==> config.mk <==
export PLATFORM = sky130hd
export DESIGN_NAME = asu_shift_unit
export DESIGN_NICKNAME = d
export VERILOG_FILES = /design/src/verilog/asu_pkg.sv /design/src/verilog/asu_shift_unit.sv
export VERILOG_INCLUDE_DIRS = /design/src /design/src/verilog
export SDC_FILE = /design/constraint.sdc
export NUM_CORES = 1
export LEC_CHECK = 0
export ABC_AREA = 1
export BUFFER_PORTS_ARGS = -buffer_cell sky130_fd_sc_hd__buf_4
export CORE_MARGIN = 2
export CORE_UTILIZATION = 50
export DETAILED_ROUTE_END_ITERATION = 7
export PLACE_DENSITY_LB_ADDON = 0.15
export SYNTH_ARGS = -nofsm -noshare
export SYNTH_HDL_FRONTEND = slang
export SYNTH_SLANG_ARGS = --single-unit
==> constraint.sdc <==
create_clock -name mclk -period 1.6 [get_ports mclk]
set_clock_uncertainty 0.1 [all_clocks]
set_input_delay 0.32 -clock mclk [delete_from_list [all_inputs] [get_ports mclk]]
set_output_delay 0.32 -clock mclk [all_outputs]
set_load 0.005 [all_outputs]
==> src/verilog/asu_defines.svh <==
`ifndef ASU_DEFINES_SVH
`define ASU_DEFINES_SVH

`define ASU_WORD_W 16
`define ASU_CNT_W 6
`define ASU_CNT_LSB 0
`define ASU_RST_WORD 16'h0000
`define ASU_RST_CNT 6'h00
`define ASU_LIM_SGL 6'h0F
`define ASU_LIM_ASR 6'h0E
`define ASU_LIM_LONG 6'h1F
`define ASU_LIM_LAR 6'h1E
`define ASU_ROT_MOD 6'h20

`endif

==> src/verilog/asu_pkg.sv <==
`default_nettype none
`include "asu_defines.svh"

package asu_pkg;

  typedef enum logic [2:0] {
    op_asl, op_asr, op_lll, op_llr, op_lrl, op_lrr, op_lal, op_lar
  } asu_op_t;

  typedef struct packed {
    logic carry;
    logic [`ASU_WORD_W-1:0] acc;
    logic [`ASU_WORD_W-1:0] ext;
  } asu_regs_t;

  typedef struct packed {
    asu_op_t op;
    logic [`ASU_WORD_W-1:0] instr;
    asu_regs_t regs;
  } asu_req_t;

endpackage

`default_nettype wire

==> src/verilog/asu_shift_unit.sv <==
`default_nettype none
`include "asu_defines.svh"

module asu_shift_unit
  import asu_pkg::*;
(
  // clock and reset
  input wire logic mclk,
  input wire logic rst,
  // request from the sequencer
  input wire logic start,
  input wire asu_req_t req,
  output logic ready,
  // result and status
  output logic busy,
  output logic done,
  output asu_regs_t regs,
  output logic carry_status
);

  // ==========================================================
  // sequencing state
  typedef enum logic {st_idle, st_run} asu_state_t;

  asu_state_t state;
  asu_op_t op;
  logic [`ASU_CNT_W-1:0] cnt;
  logic sign_chg;

  wire logic take = start && (state == st_idle);
  wire logic cnt_zero = (cnt == `ASU_RST_CNT);
  wire logic stepping = (state == st_run) && !cnt_zero;
  wire logic finishing = (state == st_run) && cnt_zero;
  wire logic [`ASU_CNT_W-1:0] req_cnt =
    req.instr[`ASU_CNT_LSB +: `ASU_CNT_W];

  assign ready = (state == st_idle);
  assign busy = (state == st_run);
  // carry is only final once the unit is idle again
  assign carry_status = regs.carry && (state == st_idle);

  // ==========================================================
  // one-position step for each operation
  wire logic [15:0] a = regs.acc;
  wire logic [15:0] b = regs.ext;
  wire logic c = regs.carry;

  wire asu_regs_t s_asl = '{c, {a[14:0], 1'b0}, b};
  wire asu_regs_t s_asr = '{a[0], {a[15], a[15:1]}, b};
  wire asu_regs_t s_lll = '{a[15], {a[14:0], b[15]}, {b[14:0], 1'b0}};
  wire asu_regs_t s_llr = '{b[0], {1'b0, a[15:1]}, {a[0], b[15:1]}};
  wire asu_regs_t s_lrl = '{a[15], {a[14:0], b[15]}, {b[14:0], a[15]}};
  wire asu_regs_t s_lrr = '{b[0], {b[0], a[15:1]}, {a[0], b[15:1]}};
  // extension sign stays put; magnitude bits feed the accumulator
  wire asu_regs_t s_lal = '{c, {a[14:0], b[14]}, {b[15], b[13:0], 1'b0}};
  wire asu_regs_t s_lar = '{b[0], {a[15], a[15:1]}, {b[15], a[0], b[14:1]}};

  wire asu_regs_t next_step =
    (op == op_asl) ? s_asl :
    (op == op_asr) ? s_asr :
    (op == op_lll) ? s_lll :
    (op == op_llr) ? s_llr :
    (op == op_lrl) ? s_lrl :
    (op == op_lrr) ? s_lrr :
    (op == op_lal) ? s_lal : s_lar;

  // overflow ops report sign change instead of the shifted-out bit
  wire logic ovf_op = (op == op_asl) || (op == op_lal);
  wire logic next_sign_chg = sign_chg || (a[15] != a[14]);

  wire asu_regs_t next_final = '{ovf_op ? sign_chg : c, a, b};

  wire asu_regs_t next_regs =
    take ? req.regs :
    stepping ? next_step :
    finishing ? next_final : regs;

  // ==========================================================
  // registers
  always_ff @(posedge mclk or posedge rst) begin
    if (rst) begin
      regs <= '{1'b0, `ASU_RST_WORD, `ASU_RST_WORD};
    end else begin
      regs <= next_regs;
    end
  end

  // down-counter: a count of N costs N step cycles plus one finish cycle
  always_ff @(posedge mclk or posedge rst) begin
    if (rst) begin
      cnt <= `ASU_RST_CNT;
    end else if (take) begin
      cnt <= req_cnt;
    end else if (stepping) begin
      cnt <= cnt - 6'h01;
    end
  end

  always_ff @(posedge mclk or posedge rst) begin
    if (rst) begin
      sign_chg <= 1'b0;
    end else if (take) begin
      sign_chg <= 1'b0;
    end else if (stepping) begin
      sign_chg <= next_sign_chg;
    end
  end

  always_ff @(posedge mclk or posedge rst) begin
    if (rst) begin
      op <= op_asl;
    end else if (take) begin
      op <= req.op;
    end
  end

  always_ff @(posedge mclk or posedge rst) begin
    if (rst) begin
      done <= 1'b0;
    end else begin
      done <= finishing;
    end
  end

  always_ff @(posedge mclk or posedge rst) begin
    if (rst) begin
      state <= st_idle;
    end else begin
      case (state)
        st_idle: begin
          if (start) begin
            state <= st_run;
          end
        end
        st_run: begin
          if (cnt_zero) begin
            state <= st_idle;
          end
        end
        default: begin
          state <= st_idle;
        end
      endcase
    end
  end

  // ==========================================================
  // checking helpers
  asu_regs_t prev;
  logic [`ASU_CNT_W-1:0] cnt_taken;
  logic [6:0] run_cycles;
  logic start_sign;
  logic [31:0] start_ae;

  always_ff @(posedge mclk or posedge rst) begin
    if (rst) begin
      prev <= '{1'b0, `ASU_RST_WORD, `ASU_RST_WORD};
      cnt_taken <= `ASU_RST_CNT;
      run_cycles <= 7'h00;
      start_sign <= 1'b0;
      start_ae <= 32'h0000_0000;
    end else begin
      prev <= regs;
      if (take) begin
        cnt_taken <= req_cnt;
        run_cycles <= 7'h00;
        start_sign <= req.regs.acc[15];
        start_ae <= {req.regs.acc, req.regs.ext};
      end else if (busy) begin
        run_cycles <= run_cycles + 7'h01;
      end
    end
  end

  wire logic [5:0] rot_k = cnt_taken - `ASU_ROT_MOD;
  wire logic [63:0] dbl_l = {start_ae, start_ae} << rot_k;
  wire logic [63:0] dbl_r = {start_ae, start_ae} >> rot_k;
  wire logic [31:0] ae_now = {regs.acc, regs.ext};

  // ==========================================================
  // assertions
  a_count_field: assert property (
    @(posedge mclk) disable iff (rst)
    take |=> (cnt == $past(req_cnt)) && busy
  ) else $error("count not taken from low six bits");

  a_step_total: assert property (
    @(posedge mclk) disable iff (rst)
    done |-> (run_cycles == {1'b0, cnt_taken} + 7'h01)
  ) else $error("step count differs from requested count");

  a_down_count: assert property (
    @(posedge mclk) disable iff (rst)
    stepping |=> (cnt == $past(cnt) - 6'h01) && busy
  ) else $error("counter did not step down by one");

  a_done_when_zero: assert property (
    @(posedge mclk) disable iff (rst)
    finishing |=> done && ready ##1 !done
  ) else $error("done not one pulse after count reached zero");

  a_asl_step: assert property (
    @(posedge mclk) disable iff (rst)
    stepping && (op == op_asl) |=>
      (regs.acc == {prev.acc[14:0], 1'b0}) && (regs.ext == prev.ext)
  ) else $error("single left shift step wrong");

  a_asl_carry: assert property (
    @(posedge mclk) disable iff (rst)
    done && (op == op_asl) && (regs.acc[15] != start_sign) |-> regs.carry
  ) else $error("sign changed but carry clear");

  a_asl_no_ovf: assert property (
    @(posedge mclk) disable iff (rst)
    done && (op == op_asl) && (cnt_taken == 6'h00) |-> !regs.carry
  ) else $error("carry set with no shift");

  a_asl_big: assert property (
    @(posedge mclk) disable iff (rst)
    done && (op == op_asl) && (cnt_taken > `ASU_LIM_SGL) |->
      (regs.acc == 16'h0000)
  ) else $error("large single left shift not zero");

  a_asr_step: assert property (
    @(posedge mclk) disable iff (rst)
    stepping && (op == op_asr) |=>
      (regs.acc == {prev.acc[15], prev.acc[15:1]}) &&
      (regs.carry == prev.acc[0])
  ) else $error("single right shift step wrong");

  a_asr_big: assert property (
    @(posedge mclk) disable iff (rst)
    done && (op == op_asr) && (cnt_taken > `ASU_LIM_ASR) |->
      (regs.acc[14:0] == {15{regs.acc[15]}}) && (regs.acc[15] == start_sign)
  ) else $error("large single right shift not sign filled");

  a_lll_step: assert property (
    @(posedge mclk) disable iff (rst)
    stepping && (op == op_lll) |=>
      (ae_now == {prev.acc[14:0], prev.ext, 1'b0}) &&
      (regs.carry == prev.acc[15])
  ) else $error("long left shift step wrong");

  a_long_zero: assert property (
    @(posedge mclk) disable iff (rst)
    done && ((op == op_lll) || (op == op_llr)) &&
      (cnt_taken > `ASU_LIM_LONG) |-> (ae_now == 32'h0000_0000)
  ) else $error("large long logical shift not zero");

  a_llr_step: assert property (
    @(posedge mclk) disable iff (rst)
    stepping && (op == op_llr) |=>
      (ae_now == {1'b0, prev.acc, prev.ext[15:1]}) &&
      (regs.carry == prev.ext[0])
  ) else $error("long right shift step wrong");

  a_lrl_step: assert property (
    @(posedge mclk) disable iff (rst)
    stepping && (op == op_lrl) |=>
      (ae_now == {prev.acc[14:0], prev.ext, prev.acc[15]}) &&
      (regs.carry == prev.acc[15])
  ) else $error("long rotate left step wrong");

  a_lrr_step: assert property (
    @(posedge mclk) disable iff (rst)
    stepping && (op == op_lrr) |=>
      (ae_now == {prev.ext[0], prev.acc, prev.ext[15:1]}) &&
      (regs.carry == prev.ext[0])
  ) else $error("long rotate right step wrong");

  a_rot_modulo: assert property (
    @(posedge mclk) disable iff (rst)
    done && (cnt_taken > `ASU_LIM_LONG) |->
      ((op != op_lrl) || (ae_now == dbl_l[63:32])) &&
      ((op != op_lrr) || (ae_now == dbl_r[31:0]))
  ) else $error("long rotate not modulo 32");

  a_lal_step: assert property (
    @(posedge mclk) disable iff (rst)
    stepping && (op == op_lal) |=>
      (regs.acc == {prev.acc[14:0], prev.ext[14]}) &&
      (regs.ext == {prev.ext[15], prev.ext[13:0], 1'b0})
  ) else $error("long arithmetic left step wrong");

  a_lal_carry: assert property (
    @(posedge mclk) disable iff (rst)
    done && (op == op_lal) && (regs.acc[15] != start_sign) |-> regs.carry
  ) else $error("long sign changed but carry clear");

  a_lal_big: assert property (
    @(posedge mclk) disable iff (rst)
    done && (op == op_lal) && (cnt_taken > `ASU_LIM_LONG) |->
      (regs.acc == 16'h0000) && (regs.ext[14:0] == 15'h0000)
  ) else $error("large long arithmetic left not zero");

  a_lar_step: assert property (
    @(posedge mclk) disable iff (rst)
    stepping && (op == op_lar) |=>
      (regs.acc == {prev.acc[15], prev.acc[15:1]}) &&
      (regs.ext == {prev.ext[15], prev.acc[0], prev.ext[14:1]}) &&
      (regs.carry == prev.ext[0])
  ) else $error("long arithmetic right step wrong");

  a_lar_big: assert property (
    @(posedge mclk) disable iff (rst)
    done && (op == op_lar) && (cnt_taken > `ASU_LIM_LAR) |->
      (regs.acc[14:0] == {15{regs.acc[15]}}) &&
      (regs.ext[14:0] == {15{regs.acc[15]}})
  ) else $error("large long arithmetic right not sign filled");

  a_carry_status: assert property (
    @(posedge mclk) disable iff (rst)
    done |-> (carry_status == regs.carry)
  ) else $error("carry status disagrees with carry");

  // ==========================================================
  // coverage
  c_max_count: cover property (
    @(posedge mclk) disable iff (rst)
    done && (cnt_taken == 6'h3F)
  );

  c_zero_count: cover property (
    @(posedge mclk) disable iff (rst)
    take && (req_cnt == 6'h00) ##2 done
  );

  c_asl_overflow: cover property (
    @(posedge mclk) disable iff (rst)
    done && (op == op_asl) && regs.carry
  );

  c_rotate_wrap: cover property (
    @(posedge mclk) disable iff (rst)
    done && (op == op_lrr) && (cnt_taken > `ASU_LIM_LONG)
  );

  c_back_to_back: cover property (
    @(posedge mclk) disable iff (rst)
    done ##0 take
  );

endmodule

`default_nettype wire

==> reports/metrics.csv <==
metric,value,unit
post-synthesis xor/xnor area fraction,1.01,%
initial cell density of the core,51.3,%
Syn. warnings,0,
share of layout cells above drive strength 1,29.6,%
Yosys top cell by area,dfrtp_1,
first-pass GRT wire length,11600,µm
Critical Path End Type,output pin,
num rows,26,
Setup CP Type,reg2out,
I/O pin total,92,
Critical-path top delay cell,dfrtp_1,
Critical Path Most Common Cell,buf_4,
"Reg clk slew, reported paths",0.08,ns
Yosys reg bits,45,
Synth area leaders,"dfrtp_1, nand2_1, nand3_1, o21ai_0, o211ai_1",
Syn Area/Cell,7.53,µm²
die area,5800,µm²
CTS tree,yes,
Placed Area,3330,µm²
DRC viols,0,
Post-DRT Antenna Nets,0,
Max-Cap Viols,0,
CP Data Required Time,1.18,ns
Post-Synth Simple-Gate Area,28.0,%
CP max FO,4,
CTS Root Cell,clkbuf_8,
vias in the first global route,2526,
Synth cell types,29,
slowest cell delay on critical path,0.41,ns
Post-Layout Cell Count,506,
Critical Path AT,1.12,ns
Clock Path Buffers,2,
max_slew headroom,74.4,%
reg2reg setup slack,0.08,ns
dpl cells,495,
Setup TNS,0,ns
critical-path cell list,buf_4 > nor2_1 > buf_4,
met3 WL,382,µm
met2 WL post-DR,3200,µm
Synth Area in Adders,0.480,%
Post-synth EDFFs,0,
VDD IR max,1.01,mV
DR vias/cell,5.15,
Final period util,96.1,%
f_max,0.650,GHz
total track usage,24.1,%
largest net degree at the start of global routing,46,
final instance area,3500,µm²
global route overflow,0,
Final Hold Fails,0,
WL final,6730,µm
leakage power,0.00176,µW
GPL Wtd Cong,0.891,
Die X,76.2,µm
htree depth,2,
pwr dens,2220,nW/µm²
Sink Count,45,
post-synthesis cell count,346,
Synth Area in Compound Gates,16.7,%
Synth top cells by count,"nand2_1, dfrtp_1, inv_1",
DRT met1 WL,3080,µm
status,"complete, no violations",
Async SR Flop Fraction,100,%
Num CTS Buffers,5,
"Setup violations, final",0,
Antenna diodes,0,
Detailed Routing Iterations Pass 1,4,
Final Slew Violations,0,
Syn Std Cell Area,2600,µm²
Nets,492,
area added between synthesis and finish,34.3,%
most frequent cell after synthesis,nand2_1,
Synth Net Count,402,
highest routed layer,met4,
share of the synthesized area in the top cell type,43.2,%
Avg WL per Cell,13.3,µm
Hold Path Class,in2reg,
Post-DP HPWL,4860,µm
initial drt markers,187,
Die H,76.2,µm
worst-margin pin slew,0.382,ns
mux cell area share after synthesis,0,%
clk_lat worst skew,0.29,ns
core area,5070,µm²
crit path time final,1.54,ns
IO Port Bufs,81,
"Top FF cell, synth",dfrtp_1,
initial antenna violation count,0,
startpoint types,flop,
register area share after synthesis,43.2,%
main combinational cell family by area after synthesis,simple AND/OR/NAND/NOR gates,
vias,2606,
-- final cells by class --
| type | instances | area (µm²) |
|---|---|---|
| flip-flops and latches | 45 | 1130 |
| inverters | 36 | 138 |
| repair buffers | 102 | 813 |
| clock buffers | 7 | 86.3 |
| multi-input cells | 246 | 1250 |
| fillers | 459 | 1580 |
| well taps | 70 | 87.6 |
-- layout by cell type (no fill, tap or decap), types with 6 or more instances in the layout --
master,n
nand2_1,105
inv_2,8
o22ai_1,9
dfrtp_1,45
buf_4,96
o211ai_1,16
a21oi_1,11
nor2_1,21
a22oi_1,7
o21ai_0,24
clkbuf_8,6
inv_1,27
nand3_1,28
-- power breakdown --
part | internal (µW) | switching, µW
sequential | 1750 | 549
combinational | 2220 | 2540
clock | 343 | 356
-- worst paths after layout --
check                           cells past startpoint               start              endpoint
worst max-delay path                                3      busy$_DFF_PP0_          carry_status
worst min-delay path                                3             req[37]    cnt[4]$_DFFE_PP0P_
worst max register to register                      8  cnt[0]$_DFFE_PP0P_    cnt[4]$_DFFE_PP0P_
worst min register to register                      2    b[2]$_DFFE_PP0P_      b[2]$_DFFE_PP0P_
max in group asynchronous                           4                 rst      a[1]$_DFFE_PP0P_
min in group asynchronous                           4                 rst  sign_chg$_DFFE_PP0P_
-- per-stage QoR --
| step | util [%] | setup slack [ns] | hold WS, ns | total power (µW) |
|---|---|---|---|---|
| 2_1_floorplan | - | 0.121 | 0.337 | 5200 |
| 3_3_place_gp | 65.6 | 0.0355 | 0.284 | 6660 |
| 3_5_place_dp | 65.6 | 0.00620 | 0.282 | 6790 |
| 4_1_cts | 68.0 | 0.0135 | 0.132 | 7590 |
| 5_1_grt | 69.0 | -0.0245 | 0.139 | 8510 |
| 6_report | 69.0 | 0.0621 | 0.138 | 7750 |
-- repair_timing --
action,CTS,global route
gates resized for setup,4,12
setup endpoints to repair,10,36
endpoints found under the hold margin,45,0
pin swaps,1,2
buffers inserted,2,1
hold buffers,1,0
-- layer usage --
layer | vias to the layer above | global-route usage (%)
li1 | 1315 | -
met1 | 1198 | 32.9
met2 | 87 | 39.7
met3 | 6 | 4.74
met4 | 0 | 6.36
met5 | - | 0
-- flip-flops by register name (all words and copies together) (netlist names) --
signal    flops
done          1
cnt           6
op            3
sign_chg      1
c             1
b            16
busy          1
a            16
-- critical path: cells and delay by family (launching register included) --
family	cells	cell delay, ns
AND/OR/NAND/NOR	1	0.12
buffers and inverters	2	0.30
flip-flops	1	0.41
-- logic make-up (layout without fill, tap and decap cells) --
family,after synthesis,in the layout
flip-flops,45,45
AND/OR/NAND/NOR,170,170
XOR/XNOR,3,3
AO/OA/AOI/OAI,72,72
adder cells (fa/ha/maj),1,1
buffers and inverters,55,145
Note: power is estimated with default switching activity, not from simulation.
